**src/rtl/ipace_pkg.sv**
```systemverilog
/*
 package for the ipv4 access control entry matcher: register map,
 field positions, reset values, mode encodings and the frame carrier.
 assumes a single core clock and a 32-bit axi4-lite register bus.
*/
`default_nettype none
package ipace_pkg;
	// register byte offsets
	localparam logic [7:0] IPACE_CTRL_OFS = 8'h00;
	localparam logic [7:0] IPACE_PROTO_OFS = 8'h04;
	localparam logic [7:0] IPACE_SRC_ADDR_OFS = 8'h08;
	localparam logic [7:0] IPACE_SRC_MASK_OFS = 8'h0C;
	localparam logic [7:0] IPACE_DST_ADDR_OFS = 8'h10;
	localparam logic [7:0] IPACE_DST_MASK_OFS = 8'h14;
	localparam logic [7:0] IPACE_STAT_OFS = 8'h18;
	localparam logic [7:0] IPACE_HITS_OFS = 8'h1C;
	// control field positions
	localparam int IPACE_FT_POS = 0;
	localparam int IPACE_PM_POS = 4;
	localparam int IPACE_TTL_POS = 8;
	localparam int IPACE_FRG_POS = 10;
	localparam int IPACE_OPT_POS = 12;
	localparam int IPACE_SRC_POS = 16;
	localparam int IPACE_DST_POS = 18;
	// reset values
	localparam logic [31:0] IPACE_CTRL_RST = 32'h0000_0000;
	localparam logic [31:0] IPACE_WORD_RST = 32'h0000_0000;
	localparam logic [7:0] IPACE_PROTO_RST = 8'h00;
	// protocol numbers for the layer-4 choices
	localparam logic [7:0] IPACE_PROTO_ICMP = 8'h01;
	localparam logic [7:0] IPACE_PROTO_TCP = 8'h06;
	localparam logic [7:0] IPACE_PROTO_UDP = 8'h11;
	// axi responses
	localparam logic [1:0] IPACE_RESP_OKAY = 2'h0;
	localparam logic [1:0] IPACE_RESP_SLVERR = 2'h2;

	typedef enum logic [1:0] {
		IPACE_FT_ANY = 2'b00,
		IPACE_FT_IPV4 = 2'b01,
		IPACE_FT_OTHER = 2'b10
	} ipace_ftype_t;

	typedef enum logic [2:0] {
		IPACE_PM_ANY = 3'b000,
		IPACE_PM_SPECIFIC = 3'b001,
		IPACE_PM_ICMP = 3'b010,
		IPACE_PM_UDP = 3'b011,
		IPACE_PM_TCP = 3'b100
	} ipace_pmode_t;

	// three-way criterion: any, zero/no, nonzero/yes
	typedef enum logic [1:0] {
		IPACE_TRI_ANY = 2'b00,
		IPACE_TRI_NO = 2'b01,
		IPACE_TRI_YES = 2'b10
	} ipace_tri_t;

	typedef enum logic [1:0] {
		IPACE_AM_ANY = 2'b00,
		IPACE_AM_HOST = 2'b01,
		IPACE_AM_NET = 2'b10
	} ipace_amode_t;

	// parsed header fields of one frame
	typedef struct packed {
		logic [1:0] ftype;
		logic [7:0] proto;
		logic [7:0] ttl;
		logic more_frag;
		logic [12:0] frag_ofs;
		logic has_opts;
		logic [31:0] src_ip;
		logic [31:0] dst_ip;
	} ipace_frame_t;

	// match verdict handed back to the pipeline
	typedef struct packed {
		logic hit;
		logic l4_icmp;
		logic l4_udp;
		logic l4_tcp;
	} ipace_verdict_t;
endpackage
`default_nettype wire

```
**src/rtl/ipace_matcher.sv**
```systemverilog
/*
 ipv4 access control entry matcher: one entry's ipv4 criteria checked
 against each frame from the ingress parser, configured over axi4-lite.
 assumes the parser delivers one header per frame_valid pulse on sys_clk.
*/
// The AXI4-Lite interface to the registers and the register offsets were decided locally.
// Notes on behaviour
// - ipv4 criteria apply only when the entry frame type is ipv4.
// - protocol mode any ignores the protocol field.
// - specific protocol mode hits only on the held 8-bit protocol value.
// - icmp, udp or tcp choices restrict to that protocol and flag layer 4.
// - ttl zero mode blocks frames with ttl above zero; any ignores ttl.
// - ttl nonzero mode hits only when ttl is above zero.
// - fragment no blocks frames with mf set or offset nonzero; any ignores.
// - fragment yes hits only when mf is set or offset is above zero.
// - options no blocks frames with options set; any ignores options.
// - options yes hits only when the options flag is set.
// - source host mode needs exact source address; any ignores it.
// - source network mode compares only the source mask bits.
// - destination host mode needs exact address; any ignores it.
// - destination network mode compares only the destination mask bits.
`default_nettype none
module ipace_matcher
	import ipace_pkg::*;
(
	// clock and reset
	input wire logic sys_clk,
	input wire logic sys_rst,
	// frame from the ingress parser
	input wire logic frame_valid,
	input wire ipace_frame_t frame_hdr,
	// verdict to the pipeline
	output logic verdict_valid,
	output ipace_verdict_t verdict,
	// axi4-lite write address
	input wire logic s_axi_awvalid,
	output logic s_axi_awready,
	input wire logic [7:0] s_axi_awaddr,
	// axi4-lite write data
	input wire logic s_axi_wvalid,
	output logic s_axi_wready,
	input wire logic [31:0] s_axi_wdata,
	input wire logic [3:0] s_axi_wstrb,
	// axi4-lite write response
	output logic s_axi_bvalid,
	input wire logic s_axi_bready,
	output logic [1:0] s_axi_bresp,
	// axi4-lite read address
	input wire logic s_axi_arvalid,
	output logic s_axi_arready,
	input wire logic [7:0] s_axi_araddr,
	// axi4-lite read data
	output logic s_axi_rvalid,
	input wire logic s_axi_rready,
	output logic [31:0] s_axi_rdata,
	output logic [1:0] s_axi_rresp
);
	typedef enum logic [1:0] {
		IPACE_RD_IDLE = 2'b00,
		IPACE_RD_WAIT = 2'b01,
		IPACE_RD_RESP = 2'b10
	} ipace_rdst_t;

	logic [31:0] ctrl_r, hits_r, last_r, w_data_r, mem_rd;
	logic [7:0] proto_r, aw_addr_r, ar_addr_r;
	logic aw_held_r, w_held_r, wr_go, mem_wr;
	logic [3:0] w_strb_r;
	logic [1:0] mem_wr_idx, mem_rd_idx;
	logic [127:0] words;
	ipace_rdst_t rd_st_r;

	// map a byte offset to an address word index, or flag it as none
	function automatic logic is_addr_word(input logic [7:0] a);
		return a == IPACE_SRC_ADDR_OFS || a == IPACE_SRC_MASK_OFS ||
			a == IPACE_DST_ADDR_OFS || a == IPACE_DST_MASK_OFS;
	endfunction

	function automatic logic [1:0] word_idx(input logic [7:0] a);
		logic [7:0] d;
		d = a - IPACE_SRC_ADDR_OFS;
		return d[3:2];
	endfunction

	function automatic logic is_mapped(input logic [7:0] a);
		return is_addr_word(a) || a == IPACE_CTRL_OFS ||
			a == IPACE_PROTO_OFS || a == IPACE_STAT_OFS ||
			a == IPACE_HITS_OFS;
	endfunction

	// apply byte strobes to a word
	function automatic logic [31:0] merge(input logic [31:0] old,
			input logic [31:0] nw, input logic [3:0] st);
		logic [31:0] r;
		r = old;
		for (int b = 0; b < 4; b++)
			if (st[b])
				r[b*8 +: 8] = nw[b*8 +: 8];
		return r;
	endfunction

	// write address and data are captured independently
	always_ff @(posedge sys_clk) begin
		if (sys_rst) begin
			aw_held_r <= 1'b0;
			aw_addr_r <= 8'h00;
		end else if (s_axi_awvalid && s_axi_awready) begin
			aw_held_r <= 1'b1;
			aw_addr_r <= s_axi_awaddr;
		end else if (wr_go) begin
			aw_held_r <= 1'b0;
		end
	end

	always_ff @(posedge sys_clk) begin
		if (sys_rst) begin
			w_held_r <= 1'b0;
			w_data_r <= 32'h0000_0000;
			w_strb_r <= 4'h0;
		end else if (s_axi_wvalid && s_axi_wready) begin
			w_held_r <= 1'b1;
			w_data_r <= s_axi_wdata;
			w_strb_r <= s_axi_wstrb;
		end else if (wr_go) begin
			w_held_r <= 1'b0;
		end
	end

	assign wr_go = aw_held_r && w_held_r && !s_axi_bvalid;
	assign mem_wr = wr_go && is_addr_word(aw_addr_r);
	assign mem_wr_idx = word_idx(aw_addr_r);

	// ready outputs registered: high while nothing is held and no write response is pending
	always_ff @(posedge sys_clk) begin
		if (sys_rst) begin
			s_axi_awready <= 1'b0;
			s_axi_wready <= 1'b0;
		end else begin
			s_axi_awready <= !aw_held_r && !(s_axi_awvalid && s_axi_awready)
				&& !s_axi_bvalid;
			s_axi_wready <= !w_held_r && !(s_axi_wvalid && s_axi_wready)
				&& !s_axi_bvalid;
		end
	end

	// write response
	always_ff @(posedge sys_clk) begin
		if (sys_rst) begin
			s_axi_bvalid <= 1'b0;
			s_axi_bresp <= IPACE_RESP_OKAY;
		end else if (wr_go) begin
			s_axi_bvalid <= 1'b1;
			s_axi_bresp <= is_mapped(aw_addr_r) ? IPACE_RESP_OKAY :
				IPACE_RESP_SLVERR;
		end else if (s_axi_bready) begin
			s_axi_bvalid <= 1'b0;
		end
	end

	// control and protocol value registers
	always_ff @(posedge sys_clk) begin
		if (sys_rst) begin
			ctrl_r <= IPACE_CTRL_RST;
			proto_r <= IPACE_PROTO_RST;
		end else if (wr_go && aw_addr_r == IPACE_CTRL_OFS) begin
			ctrl_r <= merge(ctrl_r, w_data_r, w_strb_r);
		end else if (wr_go && aw_addr_r == IPACE_PROTO_OFS &&
				w_strb_r[0]) begin
			proto_r <= w_data_r[7:0];
		end
	end

	ipace_cfg_mem #(.WIDTH(32), .DEPTH(4)) u_mem (
		.sys_clk(sys_clk),
		.sys_rst(sys_rst),
		.wr_en(mem_wr),
		.wr_idx(mem_wr_idx),
		.wr_data(w_data_r),
		.wr_strb(w_strb_r),
		.rd_idx(mem_rd_idx),
		.rd_data(mem_rd),
		.all_words(words)
	);

	assign mem_rd_idx = word_idx(rd_st_r == IPACE_RD_IDLE ? s_axi_araddr :
		ar_addr_r); // look up on the accept edge, memory is registered
	// read channel: accept, wait a cycle for memory, answer
	always_ff @(posedge sys_clk) begin
		if (sys_rst) begin
			rd_st_r <= IPACE_RD_IDLE;
			ar_addr_r <= 8'h00;
			s_axi_arready <= 1'b0;
			s_axi_rvalid <= 1'b0;
			s_axi_rdata <= 32'h0000_0000;
			s_axi_rresp <= IPACE_RESP_OKAY;
		end else begin
			case (rd_st_r)
				IPACE_RD_IDLE: begin
					s_axi_arready <= 1'b1;
					if (s_axi_arvalid && s_axi_arready) begin
						ar_addr_r <= s_axi_araddr;
						s_axi_arready <= 1'b0;
						rd_st_r <= IPACE_RD_WAIT;
					end
				end
				IPACE_RD_WAIT: begin
					s_axi_rvalid <= 1'b1;
					s_axi_rresp <= is_mapped(ar_addr_r) ? IPACE_RESP_OKAY :
						IPACE_RESP_SLVERR;
					if (is_addr_word(ar_addr_r))
						s_axi_rdata <= mem_rd;
					else if (ar_addr_r == IPACE_CTRL_OFS)
						s_axi_rdata <= ctrl_r;
					else if (ar_addr_r == IPACE_PROTO_OFS)
						s_axi_rdata <= {24'h000000, proto_r};
					else if (ar_addr_r == IPACE_STAT_OFS)
						s_axi_rdata <= last_r;
					else if (ar_addr_r == IPACE_HITS_OFS)
						s_axi_rdata <= hits_r;
					else
						s_axi_rdata <= 32'h0000_0000;
					rd_st_r <= IPACE_RD_RESP;
				end
				IPACE_RD_RESP: begin
					if (s_axi_rready) begin
						s_axi_rvalid <= 1'b0;
						rd_st_r <= IPACE_RD_IDLE;
					end
				end
				default: rd_st_r <= IPACE_RD_IDLE;
			endcase
		end
	end

	// decoded configuration
	ipace_ftype_t ftype;
	ipace_pmode_t pmode;
	ipace_tri_t ttl_m, frg_m, opt_m;
	ipace_amode_t src_m, dst_m;
	logic [31:0] src_addr, src_mask, dst_addr, dst_mask;

	assign ftype = ipace_ftype_t'(ctrl_r[IPACE_FT_POS +: 2]);
	assign pmode = ipace_pmode_t'(ctrl_r[IPACE_PM_POS +: 3]);
	assign ttl_m = ipace_tri_t'(ctrl_r[IPACE_TTL_POS +: 2]);
	assign frg_m = ipace_tri_t'(ctrl_r[IPACE_FRG_POS +: 2]);
	assign opt_m = ipace_tri_t'(ctrl_r[IPACE_OPT_POS +: 2]);
	assign src_m = ipace_amode_t'(ctrl_r[IPACE_SRC_POS +: 2]);
	assign dst_m = ipace_amode_t'(ctrl_r[IPACE_DST_POS +: 2]);
	assign src_addr = words[31:0];
	assign src_mask = words[63:32];
	assign dst_addr = words[95:64];
	assign dst_mask = words[127:96];

	// address criterion check shared by source and destination
	function automatic logic addr_ok(input ipace_amode_t m,
			input logic [31:0] f, input logic [31:0] a,
			input logic [31:0] k);
		case (m)
			IPACE_AM_ANY: return 1'b1;
			IPACE_AM_HOST: return f == a;
			IPACE_AM_NET: return (f & k) == (a & k);
			default: return 1'b0;
		endcase
	endfunction

	// three-way flag criterion check
	function automatic logic tri_ok(input ipace_tri_t m, input logic v);
		case (m)
			IPACE_TRI_ANY: return 1'b1;
			IPACE_TRI_NO: return !v;
			IPACE_TRI_YES: return v;
			default: return 1'b0;
		endcase
	endfunction

	logic is_v4, p_ok, t_ok, f_ok, o_ok, s_ok, d_ok, hit_nxt;
	logic is_frag, l4_go;

	assign is_v4 = frame_hdr.ftype == IPACE_FT_IPV4;
	assign is_frag = frame_hdr.more_frag || frame_hdr.frag_ofs != 13'h0;

	// protocol criterion
	always_comb begin
		case (pmode)
			IPACE_PM_ANY: p_ok = 1'b1;
			IPACE_PM_SPECIFIC: p_ok = frame_hdr.proto == proto_r;
			IPACE_PM_ICMP: p_ok = frame_hdr.proto == IPACE_PROTO_ICMP;
			IPACE_PM_UDP: p_ok = frame_hdr.proto == IPACE_PROTO_UDP;
			IPACE_PM_TCP: p_ok = frame_hdr.proto == IPACE_PROTO_TCP;
			default: p_ok = 1'b0;
		endcase
	end

	// header flag and address criteria
	assign t_ok = tri_ok(ttl_m, frame_hdr.ttl != 8'h00);
	assign f_ok = tri_ok(frg_m, is_frag);
	assign o_ok = tri_ok(opt_m, frame_hdr.has_opts);
	assign s_ok = addr_ok(src_m, frame_hdr.src_ip, src_addr, src_mask);
	assign d_ok = addr_ok(dst_m, frame_hdr.dst_ip, dst_addr, dst_mask);
	assign l4_go = frame_valid && hit_nxt && ftype == IPACE_FT_IPV4;

	// combine: ipv4 entries check ipv4 criteria, others only frame type
	always_comb begin
		if (ftype == IPACE_FT_IPV4)
			hit_nxt = is_v4 && p_ok && t_ok && f_ok && o_ok && s_ok && d_ok;
		else if (ftype == IPACE_FT_ANY)
			hit_nxt = 1'b1;
		else
			hit_nxt = ftype == IPACE_FT_OTHER && !is_v4;
	end

	// registered verdict
	always_ff @(posedge sys_clk) begin
		if (sys_rst) begin
			verdict_valid <= 1'b0;
			verdict <= '0;
		end else begin
			verdict_valid <= frame_valid;
			verdict.hit <= frame_valid && hit_nxt;
			verdict.l4_icmp <= l4_go && pmode == IPACE_PM_ICMP;
			verdict.l4_udp <= l4_go && pmode == IPACE_PM_UDP;
			verdict.l4_tcp <= l4_go && pmode == IPACE_PM_TCP;
		end
	end

	// hit counter and last verdict status
	always_ff @(posedge sys_clk) begin
		if (sys_rst) begin
			hits_r <= 32'h0000_0000;
			last_r <= 32'h0000_0000;
		end else if (frame_valid) begin
			hits_r <= hits_r + {31'h0, hit_nxt};
			last_r <= {24'h000000, 1'b1, p_ok, t_ok, f_ok, o_ok, s_ok, d_ok,
				hit_nxt};
		end
	end
endmodule
`default_nettype wire

```
**src/rtl/ipace_cfg_mem.sv**
```systemverilog
/*
 small register memory holding the address criterion words of the
 entry. read data come out of a register one cycle after the address.
 assumes the caller owns all writes and reads on the core clock.
*/
`default_nettype none
module ipace_cfg_mem
	import ipace_pkg::*;
#(
	parameter int WIDTH = 32,
	parameter int DEPTH = 4
) (
	// clock and reset
	input wire logic sys_clk,
	input wire logic sys_rst,
	// write port
	input wire logic wr_en,
	input wire logic [$clog2(DEPTH)-1:0] wr_idx,
	input wire logic [WIDTH-1:0] wr_data,
	input wire logic [WIDTH/8-1:0] wr_strb,
	// registered read port
	input wire logic [$clog2(DEPTH)-1:0] rd_idx,
	output logic [WIDTH-1:0] rd_data,
	// all words in parallel for the comparators
	output logic [DEPTH*WIDTH-1:0] all_words
);
	// refuse geometries the byte lanes and index cannot serve
	if (WIDTH % 8 != 0 || DEPTH < 2) begin : g_bad_geom
		$error("ipace_cfg_mem: unsupported geometry");
	end

	logic [WIDTH-1:0] mem_r [DEPTH];

	// byte-lane writes per word
	genvar gi;
	generate
		for (gi = 0; gi < DEPTH; gi++) begin : g_word
			always_ff @(posedge sys_clk) begin
				if (sys_rst)
					mem_r[gi] <= WIDTH'(IPACE_WORD_RST);
				else if (wr_en && wr_idx == gi)
					for (int b = 0; b < WIDTH / 8; b++)
						if (wr_strb[b])
							mem_r[gi][b*8 +: 8] <= wr_data[b*8 +: 8];
			end
			assign all_words[gi*WIDTH +: WIDTH] = mem_r[gi];
		end
	endgenerate

	// registered read
	always_ff @(posedge sys_clk) begin
		if (sys_rst)
			rd_data <= '0;
		else
			rd_data <= mem_r[rd_idx];
	end
endmodule
`default_nettype wire

```
**config.mk**
```make
export PLATFORM = sky130hd
export DESIGN_NAME = ipace_matcher
export DESIGN_NICKNAME = d
export VERILOG_FILES = /design/src/rtl/ipace_pkg.sv /design/src/rtl/ipace_matcher.sv /design/src/rtl/ipace_cfg_mem.sv
export SDC_FILE = /design/constraint.sdc
export NUM_CORES = 1
export LEC_CHECK = 0
export ABC_AREA = 0
export BUFFER_PORTS_ARGS = -buffer_cell sky130_fd_sc_hd__buf_4
export CELL_PAD_IN_SITES_DETAIL_PLACEMENT = 0
export CELL_PAD_IN_SITES_GLOBAL_PLACEMENT = 1
export CORE_ASPECT_RATIO = 1.5
export CORE_UTILIZATION = 35
export DETAILED_ROUTE_END_ITERATION = 10
export GPL_TIMING_DRIVEN = 0
export PLACE_DENSITY_LB_ADDON = 0.12
export SETUP_SLACK_MARGIN = 0.1
export SLEW_MARGIN = 30
export SYNTH_ARGS = -nofsm -noshare
export SYNTH_HDL_FRONTEND = slang
export SYNTH_SLANG_ARGS = --single-unit
```
**constraint.sdc**
```tcl
create_clock -name sys_clk -period 3.5 [get_ports sys_clk]
set_input_delay 0.7 -clock sys_clk [delete_from_list [all_inputs] [get_ports sys_clk]]
set_output_delay 0.7 -clock sys_clk [all_outputs]
set_load 0.005 [all_outputs]
```
==> results of run 1 <==
per-layer routing:
layer / part of all wire, % / track usage [%] / vias to the layer above / routed length (um)
met1: 37 / 27.9 / 5620 / 20300
met2: 53 / 45.9 / 400 / 28700
met5: 0 / 0 / - / 0
met4: 5.7 / 14.0 / 0 / 3130
li1: - / - / 5538 / -
met3: 4.4 / 2.73 / 116 / 2390
power by group through the flow:
stage / Clock (mW) / Combinational, mW / Sequential (mW)
floorplan: 0 / 0.472 / 4.40
global placement: 0 / 0.908 / 4.47
detailed placement: 0 / 0.912 / 4.48
CTS: 3.96 / 0.934 / 4.39
global route: 4.10 / 1.00 / 4.40
finish: 3.90 / 0.941 / 4.39
per-stage QoR:
step,total power [mW],worst slack (ps),hold WS [ps]
after floorplan,4.87,110,431
after global placement,5.38,-1600,439
after detailed placement,5.39,-1620,446
after CTS,9.28,101,386
after global routing,9.51,25.7,397
final,9.24,96.2,408
final timing paths:
check	from	to	depth (start not counted)
setup / recovery	u_mem.mem_r[0][5]	hits_r[31]	14
setup reg to reg	u_mem.mem_r[0][5]	hits_r[31]	14
hold / removal	s_axi_wdata[16]	w_data_r[16]	3
hold reg to reg	aw_addr_r[1]	aw_addr_r[1]	2
cells by family after synthesis:
group / after synthesis / share of synthesized area [%]
flops: 340 / 54.0
fa+ha+maj: 2 / 0.167
other cells: 1 / 0.0250
mux: 79 / 7.98
buf+inv: 83 / 2.46
compound gates: 226 / 10.2
simple gates: 576 / 19.5
xor+xnor: 97 / 5.67
cell usage after synthesis (32+ instances only):
cell type	count	area (sq um)
nor2b_1	40	250
nor2_1	149	559
dfxtp_1	212	4240
and2_1	139	870
mux4_2	32	721
nand2_1	134	503
edfxtp_1	128	3840
a22oi_1	39	293
xor2_1	84	736
mux2i_1	43	430
a21oi_1	77	385
clkbuf_1	56	210
repair_timing:
action | CTS | global route
buffers inserted | 9 | 8
gates resized for setup | 30 | 20
endpoints found under the hold margin | 0 | 0
pin swaps | 9 | 13
endpoints found under the setup margin | 31 | 16
sequential cells by signal, summed over array words and instances (netlist names), 2 cells and up:
register       flops
hits_r            32
last_r             8
rd_st_r            2
ar_addr_r          8
w_data_r          32
ctrl_r            32
proto_r            8
w_strb_r           4
s_axi_rdata       32
verdict            4
aw_addr_r          8
u_mem.rd_data     32
u_mem.mem_r      128
final cells by class:
class / count / share of cell area, %
sequential: 340 / 43.0
multi-input combinational: 982 / 36.3
timing repair buffer: 216 / 8.63
clock buffer: 47 / 5.33
tap: 564 / 3.75
buffer: 73 / 1.76
clock inverter: 17 / 0.945
inverter: 10 / 0.200
worst register-to-register path, cell delays in order (launching register included):
cell and delay, ps:
edfxtp_1 450, xor2_2 230, a22oi_1 190, nand4_1 200, nor4_2 360, a22oi_2 170
o32ai_2 340, ha_2 300, nand4_1 100, buf_4 180, nor2_4 110, and3_4 230
nand4_1 180, xor2_1 190, nor2_1 50
==> reports/results.ini, run 1 <==
[drt]
dr.first_iter.drc_count=741
num_vias=11700
wirelength_um=54500
ant_nets=0
drt_pass1_iterations=6
wire_per_inst_um=24.2
via_per_inst=5.19
drc_errors=0

[yosys]
syn_area_sq_um=15000
yosysWarnings=0
ys.flop_type=dfxtp_1
ys_ff_latch=340
yosys.cell_types.count=55
synth_edf_count=128
ys_seq_area_share_pct=54.0
synthArstFlopShare_pct=0
synthCells=1404
syn_area_per_cell_sq_um=10.7

[worst_setup_path]
cp_data_required_time_ps=3910
cp.arrival_ps=3810
cpPeakStageDelay_ps=450
rrSetupSlack_ps=100
crit_family=simple AND/OR/NAND/NOR gates
critPathMostFrequentCell=nand4_1
cp_max_fo=4
crit_path_start_kind=flip-flop
path_cells=xor2_2 -> a22oi_1 -> nand4_1 -> nor4_2 -> a22oi_2 -> o32ai_2 -> ha_2 -> nand4_1 -> buf_4 -> nor2_4 -> and3_4 -> nand4_1 -> xor2_1 -> nor2_1
critical_path_buf_inv_count=1
path_class=reg -> reg
cp_slowest_cell=edfxtp_1
endpoint_kind=flip-flop

[timing]
fin_tns_setup_ps=0
setup_violations=0
rsz0062_at_grt=true
fmax_mhz=294
skew_ps=19.3
finalMaxSlewViolations=0
tightest_slew_ps=997
hold_viol=0
slew_headroom_pct=31.7
period_share_pct=97.3
min_period_ps=3400

[pwr]
seq_power_share_pct=47.6
switching_share_pct=25.3
intPower_mw=6.90
ir_worst_vdd_v=0.000279
p_leak_nw=6.96
p_comb_share_pct=10.2
pwr-share-clk_pct=42.3
powerDensity_nw_per_um2=492
power_switching_mw=2.34

[floorplanning]
ios=203
start_util_pct=35.6
fp.dieArea_sq_um=43700
die_h_um=255
rows=92
die_x_um=171
core_sq_um=42100

[cts]
cts_max_level=2
cts_num_sinks=340
clk_latency_ps=540
holdBufCountCts=0
cts_buffer_depth=3
cts_tree=yes
numCtsBuffers=35
clk_pin_slew_ps=60
clk_root_buffer_cell=clkbuf_16

[placement]
post_dp_cell_area_sq_um=17200
port_buffers=199
dp.cells=2168
place_congestion=0.959
detailed_place_hpwl_um=44200

[final_layout]
area_delta_synth_final_pct=25.4
diodes=0
layout-drive-gt1-share_pct=22.6
finish.utilization_pct=44.6
mostFrequentLayoutCells=buf_4 (218), dfxtp_1 (211), nor2_1 (145)
design_area_sq_um=18800
final_common_cell=buf_4
nets=1817
seq_area_sq_um=8090
final_cells=2249
multiInputGateArea_sq_um=6830
fillers=4165

[min_path]
min_path_type=in -> reg

[flow_run]
drv_cap=0

[outcome]
status=complete, no violations

[global_route]
antenna_found_initial=1
first_global_vias=11900
grt_max_degree=15
grt_use_total_pct=25.1
grt_overflow=0
grt_pass1_wl_um=78000

No activity file was read; power rests on OpenSTA's default activity.
==> inputs of run 2 (changes only) <==
Settings changed: PLACE_DENSITY from default to 0.64, PLACE_DENSITY_LB_ADDON 0.12 to default.
==> run 2 against run 1 <==
  * Final cell count fell by 0.18%
  * Design area fell by 0.82%
  * Die area did not move
  * Hold slack improved by 9.4 ps
  * Sequential share of layout area rose by 0.36 points
  * Fmax rose by 1.4%
  * Sequential power barely moved
  * Clock power fell by 7.7%
  * Non-clock buffer count fell by 3
  * First-iteration DRC count rose by 16%
  * Power fell by 3.3%
  * Critical path type unchanged
  * Critical endpoint unchanged
  * Largest cell class unchanged
==> reports/results.ini, run 2 (synthesis results as in run 1) <==
[cts]
clk_latency_ps=540
cts_max_level=2
holdBufCountCts=0
cts_num_sinks=340
cts_buffer_depth=3
clk_root_buffer_cell=clkbuf_16
numCtsBuffers=35
cts_tree=yes
clk_pin_slew_ps=60

[timing]
rsz0062_at_grt=true
whs_ps=417
min_period_ps=3360
slew_headroom_pct=35.6
hold_viol=0
finalMaxSlewViolations=0
timing.final.ws_setup_ps=142
skew_ps=21.6
fin_tns_setup_ps=0
fmax_mhz=298
period_share_pct=95.9
setup_violations=0
tightest_slew_ps=959

[min_path]
min_path_type=in -> reg

[pwr]
ir_worst_vdd_v=0.000243
total_power_mw=8.93
p_leak_nw=6.88
powerDensity_nw_per_um2=479

[drt]
num_vias=11700
wirelength_um=54500
ant_nets=0
dr.first_iter.drc_count=859
via_per_inst=5.22
wire_per_inst_um=24.3
drc_errors=0
drt_pass1_iterations=6

[final_layout]
mostFrequentLayoutCells=buf_4 (215), dfxtp_1 (211), nor2_1 (147)
area_delta_synth_final_pct=24.4
layout-drive-gt1-share_pct=21.1
final_common_cell=buf_4
largest_reg_flops=128
nets=1814
finish.utilization_pct=44.2
diodes=0
top_register=u_mem.mem_r

[worst_setup_path]
endpoint_kind=flip-flop
path_class=reg -> reg
cp_max_fo=4
cp.arrival_ps=3750
cp_data_required_time_ps=3900
crit_path_start_kind=flip-flop

[floorplanning]
die_h_um=255
fp.dieArea_sq_um=43700
start_util_pct=35.6
die_x_um=171
ios=203
rows=92
core_sq_um=42100

[global_route]
grt_pass1_wl_um=77700
grt_max_degree=15
grt_use_total_pct=24.9
antenna_found_initial=0
grt_overflow=0
first_global_vias=11700

[placement]
place_congestion=0.960
place_ws_ps=-1620
detailed_place_hpwl_um=43800
port_buffers=199

[flow_run]
drv_cap=0

[outcome]
status=complete, no violations

## run 2: changes by cell type in the layout (fill, tap and decap cells not counted), sizes merged
| cell | delta |
|---|---|
| clkinvlp | -2 |
| buf | -3 |
| bufinv | -2 |
| clkbuf | +6 |
| inv | -5 |
| clkinv | +2 |
## run 2: final timing paths
kind | from | end | slack [ps] | depth (start not counted)
setup reg to reg | u_mem.mem_r[2][28] | hits_r[31] | 140 | 13
hold reg to reg | aw_addr_r[5] | aw_addr_r[5] | 450 | 2
hold / removal | s_axi_wdata[12] | w_data_r[12] | 420 | 3
setup / recovery | u_mem.mem_r[2][28] | hits_r[31] | 140 | 13
## run 2: cell type report
type | count | area (sq um)
well taps | 564 | 706
flip-flops and latches | 340 | 8090
clock buffers | 53 | 996
multi-input cells | 982 | 6810
repair buffers | 213 | 1600
clock inverters | 10 | 75.1
plain buffers | 73 | 332
fillers | 4163 | 23500
inverters | 10 | 37.5
## run 2: worst max-delay path, stage by stage (launching register included)
cell and delay (ps):
edfxtp_1 410, xor2_1 220, a22oi_2 380, nand4_1 130, nor2_1 400, a32oi_4 210
o32ai_4 300, ha_4 210, nand4_1 220, nor2_4 180, and3_4 220, nand4_1 130
xor2_1 160, nor2_1 50
## run 2: power breakdown
part           leakage (nW)  switching, mW  internal [mW]
clock network         0.523           1.56           2.04
logic                  3.31          0.542          0.399
registers              3.05          0.144           4.24
## run 2: per-stage QoR
step / cell area (sq um) / std cells
2_1_floorplan: 15000 / 1405
3_3_place_gp: 17200 / 2168
3_5_place_dp: 17200 / 2168
4_1_cts: 18500 / 2237
5_1_grt: 18600 / 2245
6_report: 18600 / 2245
## run 2: timing repair
item                                    in CTS  in global routing
gates cloned                                 0                  0
gates resized for setup                     27                 17
setup buffers                                6                  8
endpoints found under the setup margin      31                 19
pin swaps                                   10                  7
## run 2: routing by layer
layer | vias up | wire (um) | global-route usage [%]
met1 | 5646 | 20300 | 28.3
li1 | 5534 | - | -
met4 | 0 | 3280 | 13.0
met5 | - | 0 | 0
met3 | 120 | 2370 | 2.39
met2 | 423 | 28600 | 45.6
==> inputs of run 3 (changes only) <==
Settings changed: SYNTH_HIERARCHICAL from default to 1.
==> run 3 against run 2 <==
  * The flow now finishes with violations (negative setup slack)
  * Sequential power hardly changed
  * Setup slack worse by 210 ps
  * Global-route usage is 1.4 points higher
  * Hold slack worse by 14 ps
  * Area after synthesis is 2.5% higher
  * Sequential share of layout area is 1.2 points lower
  * Critical path type unchanged
==> reports/results.ini, run 3 <==
[outcome]
status=complete, but fails checks
violations=negative setup slack

[drt]
drc_errors=0
ant_nets=0
drt_pass1_iterations=6
dr.first_iter.drc_count=915
wire_per_inst_um=25.1
via_per_inst=5.38
num_vias=12700
wirelength_um=59300

[cts]
cts_tree=yes
clk_pin_slew_ps=60
clk_root_buffer_cell=clkbuf_16
clk_latency_ps=540
cts_max_level=2
cts_num_sinks=340
numCtsBuffers=36
cts_buffer_depth=3

[floorplanning]
rows=93
start_util_pct=35.7
fp.dieArea_sq_um=44700
ios=203
die_x_um=173
die_h_um=259
core_sq_um=43100

[timing]
min_period_ps=3570
timing.final.ws_setup_ps=-65.6
tightest_slew_ps=932
finalMaxSlewViolations=0
fmax_mhz=280
hold_viol=0
setup_violations=4
whs_ps=403
slew_headroom_pct=37.9
skew_ps=25.1
rsz0062_at_grt=true
period_share_pct=102

[global_route]
grt_max_degree=14
grt_pass1_wl_um=86000
grt_overflow=0
antenna_found_initial=0
first_global_vias=12900
grt_use_total_pct=26.3

[yosys]
synth_compound_area_share_pct=10.5
yosys-top-cells-count=dfxtp_1 (212), nor2_1 (140), mux2i_1 (130)
synthMuxAreaShare_pct=8.48
synth_top_family_by_area=simple AND/OR/NAND/NOR gates
syn_area_sq_um=15400
yosysTopAreaCell=dfxtp_1
synthCells=1512
ys_seq_area_share_pct=52.7
synth_fa_ha_area_share_pct=0.163
synth-simple-area-share_pct=17.5
ys_ff_latch=340
ys_top_cells_by_area=dfxtp_1 (28%), edfxtp_1 (25%), mux2i_1 (8.5%), nor3_1 (3.8%), nor2_1 (3.4%)
yosys.cell_types.count=69
synthXorXnorAreaFrac_pct=5.82
synth_edf_count=128
syn_area_per_cell_sq_um=10.2
yosysWarnings=6
ys.flop_type=dfxtp_1
synth.most_common_cell=dfxtp_1
synth_top_area_share_pct=27.6
synthArstFlopShare_pct=0

[final_layout]
seq_area_sq_um=8090
finish.utilization_pct=44.5
final_common_cell=buf_4
final_cells=2365
diodes=0
largest_reg_flops=128
nets=1931
mostFrequentLayoutCells=buf_4 (222), dfxtp_1 (212), nor2_1 (137)
layout-drive-gt1-share_pct=20.7
top_register=u_mem/mem_r
fillers=4290
multiInputGateArea_sq_um=6830
area_delta_synth_final_pct=24.9

[pwr]
intPower_mw=6.83
p_leak_nw=7.42
ir_worst_vdd_v=0.000314
seq_power_share_pct=47.6
total_power_mw=9.19
power_switching_mw=2.36
switching_share_pct=25.6
p_comb_share_pct=11.1
pwr-share-clk_pct=41.3
powerDensity_nw_per_um2=479

[worst_setup_path]
crit_family=simple AND/OR/NAND/NOR gates
path_class=reg -> reg
cp.arrival_ps=4040
critical_path_buf_inv_count=4
rr_worst_depth=16
endpoint_kind=flip-flop
path_cells=xor2_1 -> nor4_1 -> nand4_1 -> o21a_1 -> o32ai_4 -> buf_12 -> o2111ai_4 -> nand2_4 -> ha_4 -> inv_2 -> nor3_4 -> nand4_1 -> buf_6 -> buf_4 -> or3_1 -> a21oi_2
cp_data_required_time_ps=3970
crit_path_start_kind=flip-flop
cp_max_fo=3
cp.depth=16
cpPeakStageDelay_ps=490
critPathMostFrequentCell=nand4_1
cp_slowest_cell=nor4_1

[placement]
place_ws_ps=-1390
dp.cells=2282
place_congestion=1.04
detailed_place_hpwl_um=47800
port_buffers=199

[flow_run]
drv_cap=0

[min_path]
hold_path_depth=3
min_path_type=in -> reg

## run 3: cell count changes after synthesis, sizes merged, moves of 41 or more
cell and change:
mux2i +87, nor3 +128, o22ai +55, inv +64, xnor2 +41, and2 -136
## run 3: logic make-up (layout without fill, tap and decap cells)
logic type | count (synthesis) | count (layout)
buffers and inverters | 171 | 453
other | 1 | 2
xor gates and xnor gates | 102 | 102
DFF | 340 | 340
muxes | 130 | 130
and+or+nand+nor | 530 | 530
adders and majority gates | 2 | 2
AOI/OAI and AO/OA | 236 | 236
## run 3: worst register-to-register path: cells and delay by family (launching register included)
kind            cells  cell delay (ps)
flops               1              420
buf+inv             4              540
simple gates        6             1500
compound gates      4              680
xor+xnor            1              230
fa+ha+maj           1              160
## run 3: timing repair
item	in CTS	in global routing
endpoints found under the hold margin	0	0
hold buffers	0	0
gates resized for setup	39	13
setup buffers	14	8
pin swaps	17	15
setup endpoints to repair	31	24
## run 3: final timing paths
check,startpoint,end,slack (ps)
setup reg to reg,u_mem/mem_r[2][25],hits_r[22],-70
setup / recovery,u_mem/mem_r[2][25],hits_r[22],-70
hold reg to reg,w_held_r,s_axi_wready,450
hold / removal,s_axi_wdata[27],w_data_r[27],400
## run 3: layout make-up
| type | instances | area share, % |
|---|---|---|
| well taps | 570 | 3.72 |
| inverters | 74 | 1.45 |
| repair buffers | 221 | 8.77 |
| clock buffers | 49 | 5.11 |
| plain buffers | 97 | 2.43 |
| flip-flops and latches | 340 | 42.2 |
| multi-input cells | 1002 | 35.6 |
| clock inverters | 12 | 0.750 |
## run 3: routing by layer
layer | up-vias | wire length [um] | track usage, %
li1 | 5957 | - | -
met1 | 6159 | 23100 | 30.8
met2 | 467 | 30200 | 47.2
met3 | 131 | 2710 | 2.64
met4 | 0 | 3330 | 14.6
met5 | - | 0 | 0
## run 3: stage by stage
stage               instance area, sq um  TNS [ps]
floorplan                          15400         0
CTS                                19100      -691
detailed placement                 17600    -26970
finish                             19200      -163
global route                       19200      -452
global placement                   17600    -37890
## run 3: power groups by stage
stage / combinational (mW) / sequential [mW] / clock (mW)
after floorplan: 0.507 / 4.40 / 0
after global placement: 0.986 / 4.45 / 0
after detailed placement: 0.988 / 4.45 / 0
after CTS: 1.01 / 4.37 / 3.86
after global routing: 1.08 / 4.38 / 4.00
final: 1.02 / 4.37 / 3.79
